--- src/hdl/headroom_timebase_pkg.sv ---
// Constants, register map, field layout and state types of the time base and headroom block.
// Assumes one 100 MHz clock; all pins and register strobes synchronous to it.
//////////////////////////////////////////////////////////////////////////////////////////////
package headroom_timebase_pkg;

	localparam int unsigned ADDR_W             = 8;
	localparam int unsigned DATA_W             = 16;
	localparam int unsigned NUM_COLOURS        = 3;
	localparam int unsigned DELAY_W            = 10;
	localparam int unsigned DAC_W              = 8;
	localparam int unsigned RATIO_W            = 11;

	// Register offsets
	localparam logic [7:0]  ADDR_SYSCLK_SEL    = 8'h28;
	localparam logic [7:0]  ADDR_TIMEBASE_CFG  = 8'h20;
	localparam logic [7:0]  ADDR_CLK_DIV       = 8'h21;
	localparam logic [7:0]  ADDR_OPTION_CFG    = 8'h22;
	localparam logic [7:0]  ADDR_EDGE_SEL      = 8'h23;
	localparam logic [7:0]  ADDR_ON_COUNT_BASE = 8'h30;
	localparam logic [7:0]  ADDR_DAC_BASE      = 8'h34;
	localparam logic [7:0]  ADDR_OUT_CTRL_BASE = 8'h38;
	localparam logic [7:0]  ADDR_AMP_CTRL_BASE = 8'h3c;
	localparam logic [7:0]  ADDR_STATUS        = 8'h3f;

	// Field positions
	localparam int unsigned EXT_SEL_BIT        = 3;
	localparam int unsigned PRESCALE_LSB       = 1;
	localparam int unsigned MOD_DIV_LSB        = 4;
	localparam int unsigned SEQ_SEL_BIT        = 5;
	localparam int unsigned FIXED_REF_BIT      = 7;
	localparam int unsigned DROP_LSB           = 4;
	localparam int unsigned GAIN_LSB           = 2;

	// Encodings
	localparam logic [1:0]  SYSCLK_LASER       = 2'h0;
	localparam logic [1:0]  SYSCLK_LED         = 2'h3;
	localparam logic [1:0]  PRESCALE_OFF       = 2'h0;
	localparam logic [1:0]  PRESCALE_DIV2      = 2'h1;

	// Timing
	localparam int unsigned SYSCLK_LASER_MHZ   = 320;
	localparam int unsigned SYSCLK_LED_MHZ     = 42;
	localparam int unsigned INT_DIV            = 16;
	localparam logic [10:0] INT_DIV_M1         = 11'(INT_DIV - 1);
	localparam int unsigned EXT_MAX_MHZ        = 100;
	localparam int unsigned MOD_MAX_MHZ        = 25;

	typedef enum logic [1:0] {IDLE, DELAY, DRIVE} phase_e;

	typedef struct packed {
		logic [1:0]           sysclk_sel;
		logic                 led_mode;
		logic                 ext_sel;
		logic [1:0]           prescale;
		logic [7:0]           clk_div;
		logic                 seq_sel;
		logic [2:0]           edge_sel;
		logic [2:0][9:0]      on_count;
		logic [2:0][7:0]      dac_val;
		logic [2:0][7:0]      out_ctrl;
		logic [2:0][7:0]      amp_ctrl;
		logic                 ext_prev;
		logic [2:0]           on_prev;
		phase_e [2:0]         phase;
		logic [2:0][9:0]      delay_cnt;
		logic [2:0]           drive_en;
		logic [7:0]           feedback;
		logic [1:0]           hr_idx;
		logic [2:0]           fixed_ref;
		logic [2:0][2:0]      drop_set;
		logic [2:0][2:0]      amp_gain;
		logic [15:0]          rdata;
	} ctrl_state_s;

	localparam ctrl_state_s CTRL_STATE_RST = '0;

	// Divide ratio minus one for the modulation divider field
	function automatic logic [10:0] mod_ratio_m1(input logic [3:0] code);
		case (code)
			4'h0:    mod_ratio_m1 = 11'h000;
			4'h1:    mod_ratio_m1 = 11'h001;
			4'h2:    mod_ratio_m1 = 11'h003;
			4'h3:    mod_ratio_m1 = 11'h00f;
			4'h4:    mod_ratio_m1 = 11'h0ff;
			4'h5:    mod_ratio_m1 = 11'h1ff;
			4'h6:    mod_ratio_m1 = 11'h3ff;
			4'h7:    mod_ratio_m1 = 11'h7ff;
			default: mod_ratio_m1 = 11'h000;
		endcase
	endfunction

	// Divide ratio minus one for the external input prescaler
	function automatic logic [10:0] prescale_m1(input logic [1:0] code);
		case (code)
			PRESCALE_OFF:  prescale_m1 = 11'h000;
			PRESCALE_DIV2: prescale_m1 = 11'h001;
			default:       prescale_m1 = 11'h003;
		endcase
	endfunction

	// Colour that follows a given colour in the chosen sequence
	function automatic logic [1:0] follow_colour(input logic [1:0] ch, input logic seq);
		case ({seq, ch})
			3'h0:    follow_colour = 2'h1;
			3'h1:    follow_colour = 2'h2;
			3'h4:    follow_colour = 2'h2;
			3'h6:    follow_colour = 2'h1;
			default: follow_colour = 2'h0;
		endcase
	endfunction

endpackage

--- src/hdl/tick_divider.sv ---
// Pulse divider: passes one of every ratio_m1+1 input ticks as a one-cycle output tick.
// Assumes tick_in is a one-cycle pulse in the clk domain.
`timescale 1ns/10ps
module tick_divider
	import headroom_timebase_pkg::*;
#(
	parameter int unsigned CNT_W = 11
)(
	input  wire logic             clk,
	input  wire logic             rst_b,
	input  wire logic             tick_in,
	input  wire logic [CNT_W-1:0] ratio_m1,
	output      logic             tick_out
);

	typedef struct packed {
		logic [CNT_W-1:0] cnt;
		logic             out;
	} div_state_s;

	div_state_s st;
	div_state_s next_st;

	//////////////////////////////////////////////////////////////////////////////////////////
	// Count input ticks
	always_comb
	begin
		next_st = st;
		next_st.out = 1'b0;
		if (tick_in)
		begin
			if (st.cnt >= ratio_m1)
			begin
				next_st.cnt = '0;
				next_st.out = 1'b1;
			end
			else
			begin
				next_st.cnt = st.cnt + CNT_W'(1);
			end
		end
	end

	always_ff @(posedge clk or negedge rst_b)
	begin
		if (!rst_b)
			st <= '0;
		else
			st <= next_st;
	end

	assign tick_out = st.out;

endmodule // tick_divider

--- src/hdl/headroom_timebase_ctrl.sv ---
// Time base selection, per-colour turn-on delay and shared headroom feedback sequencing.
// Assumes a 100 MHz clock, synchronous pins and a plain register port with one-cycle strobes.
//
// Local design decision: the plain strobed port.
`timescale 1ns/10ps
module headroom_timebase_ctrl
	import headroom_timebase_pkg::*;
(
	input  wire logic              clk,
	input  wire logic              rst_b,
	input  wire logic [ADDR_W-1:0] addr,
	input  wire logic [DATA_W-1:0] wr_data,
	input  wire logic              wr_en,
	input  wire logic              rd_en,
	output      logic [DATA_W-1:0] rd_data,
	input  wire logic              ext_clk_in,
	input  wire logic [2:0]        colour_on_input,
	output      logic [2:0]        colour_drive_en,
	output      logic [7:0]        shared_headroom_feedback_out,
	output      logic [1:0]        headroom_sel,
	output      logic [2:0]        fixed_ref_sel,
	output      logic [8:0]        drop_setting,
	output      logic [8:0]        amp_gain,
	output      logic              sysclk_led_mode
);

	ctrl_state_s st;
	ctrl_state_s next_st;
	logic        ext_rise;
	logic        internal_tick;
	logic        ext_tick;
	logic        base_tick;
	logic        mod_tick;
	logic [2:0]  on_rise;
	logic [2:0]  on_fall;

	//////////////////////////////////////////////////////////////////////////////////////////
	// Time base chain
	assign ext_rise  = ext_clk_in & ~st.ext_prev;
	assign on_rise   = colour_on_input & ~st.on_prev;
	assign on_fall   = ~colour_on_input & st.on_prev;
	assign base_tick = st.ext_sel ? ext_tick : internal_tick;

	// System clock divided by 16 in either mode
	tick_divider #(
		.CNT_W   (RATIO_W)
	) u_int_div (
		.clk      (clk),
		.rst_b    (rst_b),
		.tick_in  (1'b1),
		.ratio_m1 (INT_DIV_M1),
		.tick_out (internal_tick)
	);

	// External input prescaler
	tick_divider #(
		.CNT_W   (RATIO_W)
	) u_ext_pre (
		.clk      (clk),
		.rst_b    (rst_b),
		.tick_in  (ext_rise),
		.ratio_m1 (prescale_m1(st.prescale)),
		.tick_out (ext_tick)
	);

	// Modulation divider
	tick_divider #(
		.CNT_W   (RATIO_W)
	) u_mod_div (
		.clk      (clk),
		.rst_b    (rst_b),
		.tick_in  (base_tick),
		.ratio_m1 (mod_ratio_m1(st.clk_div[MOD_DIV_LSB +: 4])),
		.tick_out (mod_tick)
	);

	//////////////////////////////////////////////////////////////////////////////////////////
	// Next state
	always_comb
	begin
		logic [1:0] idx;
		idx = 2'h0;
		next_st = st;
		next_st.rdata = '0;
		next_st.ext_prev = ext_clk_in;
		next_st.on_prev = colour_on_input;

		// Register writes
		if (wr_en)
		begin
			case (addr)
				ADDR_SYSCLK_SEL:   next_st.sysclk_sel = wr_data[1:0];
				ADDR_TIMEBASE_CFG:
				begin
					next_st.ext_sel  = wr_data[EXT_SEL_BIT];
					next_st.prescale = wr_data[PRESCALE_LSB +: 2];
				end
				ADDR_CLK_DIV:      next_st.clk_div = wr_data[7:0];
				ADDR_OPTION_CFG:   next_st.seq_sel = wr_data[SEQ_SEL_BIT];
				ADDR_EDGE_SEL:     next_st.edge_sel = wr_data[2:0];
				default:           ;
			endcase
			for (int i = 0; i < NUM_COLOURS; i++)
			begin
				if (addr == ADDR_ON_COUNT_BASE + 8'(i))
					next_st.on_count[i] = wr_data[DELAY_W-1:0];
				if (addr == ADDR_DAC_BASE + 8'(i))
					next_st.dac_val[i] = wr_data[DAC_W-1:0];
				if (addr == ADDR_OUT_CTRL_BASE + 8'(i))
					next_st.out_ctrl[i] = wr_data[7:0];
				if (addr == ADDR_AMP_CTRL_BASE + 8'(i))
					next_st.amp_ctrl[i] = wr_data[7:0];
			end
		end

		// Only 11b picks the slow oscillator; reserved codes stay on the fast one
		next_st.led_mode = (next_st.sysclk_sel == SYSCLK_LED);

		// Analog configuration held in flops
		for (int i = 0; i < NUM_COLOURS; i++)
		begin
			next_st.fixed_ref[i] = next_st.out_ctrl[i][FIXED_REF_BIT];
			next_st.drop_set[i]  = next_st.out_ctrl[i][DROP_LSB +: 3];
			next_st.amp_gain[i]  = next_st.amp_ctrl[i][GAIN_LSB +: 3];
		end

		// Per-colour turn-on delay
		for (int i = 0; i < NUM_COLOURS; i++)
		begin
			if (on_rise[i])
			begin
				next_st.delay_cnt[i] = st.on_count[i];
				if (st.on_count[i] == '0)
				begin
					next_st.phase[i] = DRIVE;
					next_st.drive_en[i] = 1'b1;
				end
				else
				begin
					next_st.phase[i] = DELAY;
					next_st.drive_en[i] = 1'b0;
				end
			end
			else if (on_fall[i])
			begin
				next_st.phase[i] = IDLE;
				next_st.drive_en[i] = 1'b0;
			end
			else
			begin
				case (st.phase[i])
					IDLE:  next_st.drive_en[i] = 1'b0;
					DELAY:
					begin
						if (mod_tick)
						begin
							next_st.delay_cnt[i] = st.delay_cnt[i] - 10'h001;
							if (st.delay_cnt[i] == 10'h001)
							begin
								next_st.phase[i] = DRIVE;
								next_st.drive_en[i] = 1'b1;
							end
						end
					end
					DRIVE: next_st.drive_en[i] = 1'b1;
					default:
					begin
						next_st.phase[i] = IDLE;
						next_st.drive_en[i] = 1'b0;
					end
				endcase
			end
		end

		// Headroom strobes; lowest channel wins a tie
		for (int i = NUM_COLOURS - 1; i >= 0; i--)
		begin
			if (st.edge_sel[i] ? on_fall[i] : on_rise[i])
			begin
				if (st.edge_sel[i])
					idx = follow_colour(2'(i), st.seq_sel);
				else
					idx = 2'(i);
				next_st.hr_idx = idx;
				next_st.feedback = st.dac_val[idx];
			end
		end

		// Register reads, answered next cycle
		if (rd_en)
		begin
			case (addr)
				ADDR_SYSCLK_SEL:   next_st.rdata = {14'h0000, st.sysclk_sel};
				ADDR_TIMEBASE_CFG: next_st.rdata = {12'h000, st.ext_sel, st.prescale, 1'b0};
				ADDR_CLK_DIV:      next_st.rdata = {8'h00, st.clk_div};
				ADDR_OPTION_CFG:   next_st.rdata = {10'h000, st.seq_sel, 5'h00};
				ADDR_EDGE_SEL:     next_st.rdata = {13'h0000, st.edge_sel};
				ADDR_STATUS:
					next_st.rdata = {6'h00, st.on_prev, 1'b0, st.hr_idx, 1'b0, st.drive_en};
				default:           ;
			endcase
			for (int i = 0; i < NUM_COLOURS; i++)
			begin
				if (addr == ADDR_ON_COUNT_BASE + 8'(i))
					next_st.rdata = {6'h00, st.on_count[i]};
				if (addr == ADDR_DAC_BASE + 8'(i))
					next_st.rdata = {8'h00, st.dac_val[i]};
				if (addr == ADDR_OUT_CTRL_BASE + 8'(i))
					next_st.rdata = {8'h00, st.out_ctrl[i]};
				if (addr == ADDR_AMP_CTRL_BASE + 8'(i))
					next_st.rdata = {8'h00, st.amp_ctrl[i]};
			end
		end
	end

	//////////////////////////////////////////////////////////////////////////////////////////
	// State register
	always_ff @(posedge clk or negedge rst_b)
	begin
		if (!rst_b)
			st <= CTRL_STATE_RST;
		else
			st <= next_st;
	end

	assign rd_data                      = st.rdata;
	assign colour_drive_en              = st.drive_en;
	assign shared_headroom_feedback_out = st.feedback;
	assign headroom_sel                 = st.hr_idx;
	assign fixed_ref_sel                = st.fixed_ref;
	assign drop_setting                 = st.drop_set;
	assign amp_gain                     = st.amp_gain;
	assign sysclk_led_mode              = st.led_mode;

	//////////////////////////////////////////////////////////////////////////////////////////
	// Checks
	// Cycles since the last internal tick, for the period check
	logic [4:0] int_gap;

	always_ff @(posedge clk or negedge rst_b)
	begin
		if (!rst_b)
			int_gap <= 5'h1f;
		else if (internal_tick)
			int_gap <= 5'h00;
		else
			int_gap <= int_gap + 5'h01;
	end

	property p_int_period;
		@(posedge clk) disable iff (!rst_b)
		internal_tick == (int_gap == 5'h0f);
	endproperty
	a_int_period: assert property (p_int_period) else $error("internal tick not every 16");

	property p_led_mode;
		@(posedge clk) disable iff (!rst_b)
		(wr_en && addr == ADDR_SYSCLK_SEL) |=> (sysclk_led_mode == ($past(wr_data[1:0]) == 2'h3));
	endproperty
	a_led_mode: assert property (p_led_mode) else $error("led mode flag wrong");

	property p_ext_quiet;
		@(posedge clk) disable iff (!rst_b)
		(st.ext_sel && $past(st.ext_sel) && !$past(ext_rise)) |-> !base_tick;
	endproperty
	a_ext_quiet: assert property (p_ext_quiet) else $error("tick without external edge");

	property p_pre_div2;
		@(posedge clk) disable iff (!rst_b)
		(st.prescale == PRESCALE_DIV2 && ext_rise && u_ext_pre.st.cnt == 11'h000) |=> !ext_tick;
	endproperty
	a_pre_div2: assert property (p_pre_div2) else $error("prescaler passed odd edge");

	property p_ext_direct;
		@(posedge clk) disable iff (!rst_b)
		(st.prescale == PRESCALE_OFF && $stable(st.prescale) && ext_rise) |=> ext_tick;
	endproperty
	a_ext_direct: assert property (p_ext_direct) else $error("external edge lost");

	property p_delay_start;
		@(posedge clk) disable iff (!rst_b)
		(on_rise[0] && st.on_count[0] != '0) |=> !colour_drive_en[0] && st.delay_cnt[0] != '0;
	endproperty
	a_delay_start: assert property (p_delay_start) else $error("drive before delay");

	property p_off_on_fall;
		@(posedge clk) disable iff (!rst_b)
		on_fall[1] |=> !colour_drive_en[1] ##1 (!colour_drive_en[1] || $past(on_rise[1]));
	endproperty
	a_off_on_fall: assert property (p_off_on_fall) else $error("drive kept after fall");

	property p_strobe_rise;
		@(posedge clk) disable iff (!rst_b)
		(on_rise[0] && !st.edge_sel[0]) |=> shared_headroom_feedback_out == $past(st.dac_val[0]);
	endproperty
	a_strobe_rise: assert property (p_strobe_rise) else $error("feedback not loaded");

	property p_fixed_ref;
		@(posedge clk) disable iff (!rst_b)
		(wr_en && addr == ADDR_OUT_CTRL_BASE) |=> fixed_ref_sel[0] == $past(wr_data[7])
			&& drop_setting[2:0] == $past(wr_data[6:4]);
	endproperty
	a_fixed_ref: assert property (p_fixed_ref) else $error("reference config wrong");

	property p_strobe_fall0;
		@(posedge clk) disable iff (!rst_b)
		(on_fall[0] && st.edge_sel[0] && !st.seq_sel) |=> headroom_sel == 2'h1
			&& shared_headroom_feedback_out == $past(st.dac_val[1]);
	endproperty
	a_strobe_fall0: assert property (p_strobe_fall0) else $error("fall order 0 wrong");

	property p_strobe_fall1;
		@(posedge clk) disable iff (!rst_b)
		(on_fall[0] && st.edge_sel[0] && st.seq_sel) |=> headroom_sel == 2'h2
			&& shared_headroom_feedback_out == $past(st.dac_val[2]);
	endproperty
	a_strobe_fall1: assert property (p_strobe_fall1) else $error("fall order 1 wrong");

	property p_feedback_hold;
		@(posedge clk) disable iff (!rst_b)
		(on_rise == 3'h0 && on_fall == 3'h0) |=> $stable(shared_headroom_feedback_out);
	endproperty
	a_feedback_hold: assert property (p_feedback_hold) else $error("feedback moved");

	property p_zero_delay;
		@(posedge clk) disable iff (!rst_b)
		(on_rise[1] && st.on_count[1] == '0) |=> colour_drive_en[1];
	endproperty
	a_zero_delay: assert property (p_zero_delay) else $error("zero delay not immediate");

	property p_drive_hold;
		@(posedge clk) disable iff (!rst_b)
		(colour_drive_en[2] && !on_fall[2] && !on_rise[2]) |=> colour_drive_en[2];
	endproperty
	a_drive_hold: assert property (p_drive_hold) else $error("drive dropped while on");

	property p_drop;
		@(posedge clk) disable iff (!rst_b)
		(wr_en && addr == ADDR_OUT_CTRL_BASE + 8'h01) |=>
			drop_setting[5:3] == $past(wr_data[6:4]);
	endproperty
	a_drop: assert property (p_drop) else $error("drop setting wrong");

	property p_gain;
		@(posedge clk) disable iff (!rst_b)
		(wr_en && addr == ADDR_AMP_CTRL_BASE + 8'h02) |=>
			amp_gain[8:6] == $past(wr_data[4:2]);
	endproperty
	a_gain: assert property (p_gain) else $error("amplifier gain wrong");

	property p_mod_div2;
		@(posedge clk) disable iff (!rst_b)
		(st.clk_div[7:4] == 4'h1 && base_tick && u_mod_div.st.cnt == 11'h000) |=> !mod_tick;
	endproperty
	a_mod_div2: assert property (p_mod_div2) else $error("divider passed odd tick");

	property p_pre_div4;
		@(posedge clk) disable iff (!rst_b)
		(st.prescale[1] && ext_rise && u_ext_pre.st.cnt < 11'h003) |=> !ext_tick;
	endproperty
	a_pre_div4: assert property (p_pre_div4) else $error("prescaler by 4 too fast");

endmodule // headroom_timebase_ctrl

--- config.mk ---
export PLATFORM = sky130hd
export DESIGN_NAME = headroom_timebase_ctrl
export DESIGN_NICKNAME = d
export VERILOG_FILES = /design/src/hdl/headroom_timebase_pkg.sv /design/src/hdl/tick_divider.sv /design/src/hdl/headroom_timebase_ctrl.sv
export SDC_FILE = /design/constraint.sdc
export NUM_CORES = 1
export LEC_CHECK = 0
export BUFFER_PORTS_ARGS = -buffer_cell sky130_fd_sc_hd__buf_2
export CAP_MARGIN = 20
export CORE_ASPECT_RATIO = 0.9
export CORE_UTILIZATION = 35
export DETAILED_ROUTE_END_ITERATION = 10
export HOLD_SLACK_MARGIN = 0.15
export SYNTH_ARGS = -nofsm -noshare
export SYNTH_HDL_FRONTEND = slang
export SYNTH_HIERARCHICAL = 1
export SYNTH_SLANG_ARGS = --single-unit
export TNS_END_PERCENT = 1
--- constraint.sdc ---
create_clock -name clk -period 3.44 [get_ports clk]
set_input_delay 0.172 -clock clk [delete_from_list [all_inputs] [get_ports clk]]
set_output_delay 0.172 -clock clk [all_outputs]
set_load 0.1 [all_outputs]
==> results of run 1 <==
==> kinds of logic after synthesis <==
kind of cell / synth area share (%)
xor+xnor: 1.257
mux: 13.72
compound gates: 16.42
buf+inv: 6.958
other cells: 0.05675
simple gates: 14.79
flops: 41.41
fa+ha+maj: 5.389
==> worst paths after layout <==
kind | start | endpoint | slack, ps | cells past startpoint
setup / recovery | st[202] | u_mod_div/st[10] | 900 | 9
hold reg to reg | shared_headroom_feedback_out[1] | shared_headroom_feedback_out[1] | 490 | 2
min in group asynchronous | rst_b | st[184] | 600 | 3
hold / removal | wr_data[4] | drop_setting[0] | 180 | 2
max in group asynchronous | rst_b | u_mod_div/st[6] | 1870 | 4
setup reg to reg | st[202] | u_mod_div/st[10] | 900 | 9
==> cells in the final DEF, fill, tap and decap left out, types with 10 or more instances in the layout <==
cell type  Yosys  layout
mux2_2       125     125
nor4_1        11      11
o21ai_0       60      60
nor3_1        24      24
nand2_1       68      68
buf_4         50      20
mux2i_1       31      31
nor2b_1       18      18
nand2b_1      16      16
dfrtp_1      219     219
ha_1          57      57
a31oi_1       22      22
a211oi_1      19      19
inv_1         68      68
clkbuf_16      0      24
o31ai_1       10      10
nand3b_1      10      10
nand3_1       69      69
a21oi_2       16      16
buf_2         21      69
nor2_1        78      78
a21oi_1       67      67
conb_1         2      27
nand4_1       12      12
xor2_1        13      13
o22ai_1       43      43
==> per-layer routing <==
| layer | GRT usage, % | part of all wire [%] | vias up |
|---|---|---|---|
| li1 | - | - | 4850 |
| met1 | 28.45 | 46 | 5192 |
| met2 | 28.60 | 44 | 373 |
| met3 | 4.087 | 7.6 | 63 |
| met4 | 4.183 | 2.0 | 2 |
| met5 | 0 | 0.035 | - |
==> power breakdown <==
part	switching (W)	internal (W)	total (W)	leakage (nW)
registers	0.000318	0.00282	0.00314	2.96
clock network	0.00104	0.00137	0.00241	0.359
logic	0.00105	0.000563	0.00161	3.33
==> worst max-delay path: stages (launching register included) <==
cell     delay (ps)
dfrtp_1         460
nor2b_1         400
and3_1          220
inv_1            40
ha_1            300
and2_4          150
a221o_1         330
a21oi_2         230
a21oi_2         170
nor2_1          150
==> synth_stat cells (5+ instances only) <==
library cell / n
a211oi_1: 19
a21oi_1: 67
a21oi_2: 16
a31oi_1: 22
and2_1: 6
and3_1: 9
buf_2: 21
buf_4: 50
clkbuf_1: 37
dfrtp_1: 219
ha_1: 57
inv_1: 68
mux2_2: 125
mux2i_1: 31
nand2_1: 68
nand2b_1: 16
nand3_1: 69
nand3_2: 5
nand3b_1: 10
nand4_1: 12
nor2_1: 78
nor2b_1: 18
nor3_1: 24
nor4_1: 11
o21ai_0: 60
o221ai_1: 5
o22ai_1: 43
o2bb2ai_2: 6
o31ai_1: 10
o41ai_1: 6
or2_2: 9
xnor2_1: 6
xor2_1: 13
==> stage by stage <==
step | util (%) | hold WS (ps)
final | 39.32 | 184.9
after global placement | 37.06 | 83.49
after CTS | 39.32 | 159.1
after global routing | 39.32 | 185.8
after floorplan | - | -123.6
after detailed placement | 37.08 | 86.38
==> flip-flops by register name, indices dropped and copies added (netlist names) <==
signal and count:
colour_drive_en 3, drop_setting 6, fixed_ref_sel 2, headroom_sel 2
rd_data 10, shared_headroom_feedback_out 8, st 151, sysclk_led_mode 1
u_ext_pre/st 11, u_ext_pre/tick_out 1, u_int_div/st 11, u_int_div/tick_out 1
u_mod_div/st 11, u_mod_div/tick_out 1
==> area by class of cell <==
class	instances	area, um^2	area share [%]
clock inverters	6	45.04	0.3078
repair buffers	101	640.6	4.378
flip-flops and latches	219	5480	37.45
well taps	483	604.3	4.130
clock buffers	34	678.2	4.634
inverters	69	259.0	1.770
multi-input cells	951	6927	47.33
==> impl_metrics.toml, run 1 <==
[layout]
final_net_count = 1455
syn_to_final_growth_pct = 10.58
fillers = 3684
drive_above_1_share_pct = 23.26
fin_area_um2 = 14630
fin_cells = 1863
diodes = 0

[clocking]
cts_tree = "yes"
clock_sinks = 219
cts_resized = 0
cts_buffer_depth = 3
cts_buffers = 24
postCtsSetupBuffers = 0
cts.reportedPaths.clkPinSlew_ps = 70
holdBufCountCts = 10
clock-root-buffer = "clkbuf_16"
clk_latency_ps = 530
h-tree-depth = 1

[power]
p_leak_nw = 6.649
cellPowerDensity_nw_per_um2 = 489.2
vdd_drop_max_mv = 0.3181
finalPower_w = 0.007159

[timing]
setup_viol = 0
worstMarginPinSlew_ps = 937.2
hold_viol = 0
fin_tns_setup_ps = 0
rsz0062_at_grt = "no"
slew_viol_final = 0
post-route-period-util_pct = 73.76
max_freq_mhz = 394.1
fin_skew_ps = 23.84
max_slew_margin_pct = 37.14
period_needed_ps = 2537
fin_ws_ps = 902.8

[min_path]
hold_class = "primary input to flop"

[global_routing]
grt_pass1_wl_mm = 58.21
grt_overflow_total = 0
grt_usage_pct = 19.24
antenna_found_initial = 1
first_global_vias = 10070
grt_max_degree = 132

[setup_path]
arrival_ps = 2980
worst_setup_path_end_kind = "flop"
crit_fanout = 8
crit_path_start_kind = "flop"
criticalPathCategory = "flop to flop"
crit_required_ps = 3880

[status]
violations = "design-rule violations"
status = "complete, but fails checks"

[placement]
gp_congestion = 0.8920
dp_slack_ps = 935.8
portBuffers = 70
dp_cells = 1813
dp_hpwl_mm = 26.61
place_area_um2 = 13800

[logic_synthesis]
yosys_warnings = 6
syn_inst = 1329
ys_seq_area_share_pct = 41.41
synth.area.top_cells = "dfrtp_1 (41%), mux2_2 (11%), ha_1 (5.4%), buf_4 (2.8%), nand3_1 (2.6%)"
netlist_area_um2 = 13230
synthFlopType = "dfrtp_1"
synth-edff-count = 0
synth_cell_types = 89
yosysTopAreaCell = "dfrtp_1"
async_reset_ff_share_pct = 100.0
ys_ff_latch = 219
syn_avg_cell_area_um2 = 9.958
netlist.area_leader.share_pct = 41.41

[route]
drc_errors = 1
wl_mm = 37.25
vias = 10480
drtAntennaViolNets = 0
wl_per_cell_um = 20.00
viasPerCell = 5.625
drtIter0Drc = 984
drt-pass1-iter-count = 10

[run]
max_cap_viol_count = 0

[floorplan]
coreArea_um2 = 37220
die_w_um = 207.0
die_y_um = 186.5
rows = 67
io_pins = 83
die-area_um2 = 38590
initial_core_util_pct = 35.56
Note: power is estimated with default switching activity, not from simulation.
==> run 2: changes to the inputs <==
==> constraint.sdc (replaced) <==
create_clock -name clk -period 2.6 [get_ports clk]
set_input_delay 0.13 -clock clk [delete_from_list [all_inputs] [get_ports clk]]
set_output_delay 0.13 -clock clk [all_outputs]
set_load 0.1 [all_outputs]
==> impl_metrics.toml, run 2 (synthesis results as in run 1) <==
[status]
status = "completed"

[layout]
largest_reg_flops = 151
diodes = 0
multi_input_area_um2 = 6927
final_net_count = 1478
seq_area_um2 = 5480
fin_area_um2 = 14990
fillers = 3671
mostFrequentLayoutCells = "dfrtp_1 (219), mux2_2 (125), nor2_1 (78)"
drive_above_1_share_pct = 24.70
largest-register = "st"
syn_to_final_growth_pct = 13.25
final_common_cell = "dfrtp_1"
fin_cells = 1888

[route]
drtAntennaViolNets = 0
drc_errors = 0
vias = 10640
wl_mm = 37.87
viasPerCell = 5.635
drtIter0Drc = 1039
drt-pass1-iter-count = 8
wl_per_cell_um = 20.06

[timing]
worstMarginPinSlew_ps = 722.7
max_slew_margin_pct = 51.56
holdWs_ps = 198.9
post-route-period-util_pct = 90.89
slew_viol_final = 0
rsz0062_at_grt = "no"
hold_viol = 0
fin_tns_setup_ps = 0
fin_ws_ps = 236.8
max_freq_mhz = 423.2
setup_viol = 0
period_needed_ps = 2363
fin_skew_ps = 17.94

[global_routing]
grt_overflow_total = 0
antenna_found_initial = 0
first_global_vias = 10310
grt_usage_pct = 19.67
grt_max_degree = 81
grt_pass1_wl_mm = 59.73

[setup_path]
worst-path-buf-inv = 1
cp_common_cell = "a21oi_2"
crit_fanout = 8
crit_required_ps = 3050
critPathMaxStageDelay_ps = 430
worst_setup_path_end_kind = "flop"
crit_path_start_kind = "flop"
r2r_slack_ps = 240
slowest_stage = "dfrtp_1"
critPathTopFamily = "compound AO/OA/AOI/OAI gates"
arrival_ps = 2810
crit_chain = "nor2b_1, and3_1, inv_1, ha_1, and2_4, a221o_1, a21oi_2, a21oi_2, nor2_1"
criticalPathCategory = "flop to flop"

[floorplan]
initial_core_util_pct = 35.56
coreArea_um2 = 37220
rows = 67
die_w_um = 207.0
die_y_um = 186.5
die-area_um2 = 38590
io_pins = 83

[run]
max_cap_viol_count = 0

[power]
cellPowerDensity_nw_per_um2 = 681.6
vdd_drop_max_mv = 0.4032
p_leak_nw = 6.825

[placement]
gp_congestion = 0.9296
dp_slack_ps = 240.5
place_area_um2 = 13980
dp_hpwl_mm = 27.60
dp_cells = 1835
portBuffers = 70

[clocking]
cts.reportedPaths.clkPinSlew_ps = 60
cts_tree = "yes"
clock_sinks = 219
cts_buffers = 24
h-tree-depth = 1
cts_buffer_depth = 3
clock-root-buffer = "clkbuf_16"
clk_latency_ps = 530

[min_path]
hold_class = "primary input to flop"
==> run 2: path summary, 6_finish.rpt <==
check / cells after the start / start / endpoint
hold reg to reg: 2 / shared_headroom_feedback_out[1] / shared_headroom_feedback_out[1]
setup / recovery: 9 / st[202] / u_mod_div/st[8]
min in group asynchronous: 2 / rst_b / st[85]
max in group asynchronous: 3 / rst_b / st[124]
setup reg to reg: 9 / st[202] / u_mod_div/st[8]
hold / removal: 2 / wr_data[2] / st[140]
==> run 2: cell type report <==
type                    count  area share (%)
clock buffers              32           4.616
multi-input cells         951           46.21
repair buffers            124           5.460
inverters                  69           1.728
clock inverters            10           1.386
well taps                 483           4.032
flip-flops and latches    219           36.56
==> run 2: metrics by stage <==
stage	total power, W	utilization [%]
after global placement	0.006286	37.56
after CTS	0.01026	40.27
after global routing	0.01068	40.27
after floorplan	0.005780	-
final	0.01022	40.27
after detailed placement	0.006352	37.56
==> run 2: routing by layer <==
metal  track usage (%)  routed length, um  up-vias
met1             29.34              17370     5296
met3             3.772               3026       62
li1                  -                  -     4888
met4             4.239                769        0
met5                 0                  0        -
met2             29.26              16700      392
==> run 2: what timing repair did <==
item                       in CTS  in global routing
hold buffers                   11                  0
setup endpoints to repair       0                  0
hold endpoints to repair      189                  0
setup buffers                   0                  0
resized for setup               0                  0
==> run 2: worst reg2reg max path, delay by kind of cell (launching register included) <==
kind	cells	cell delay (ps)
AOI/OAI and AO/OA	3	770
and+or+nand+nor	4	750
DFF	1	430
adders and majority gates	1	300
buffers and inverters	1	40
==> run 2: where the power goes <==
group	switching [W]	total, W	internal (W)	leakage, nW
registers	0.000413	0.00414	0.00373	2.96
logic	0.00141	0.00218	0.000763	3.44
clock network	0.00144	0.00389	0.00246	0.430
total	0.00326	0.0102	0.00695	6.83
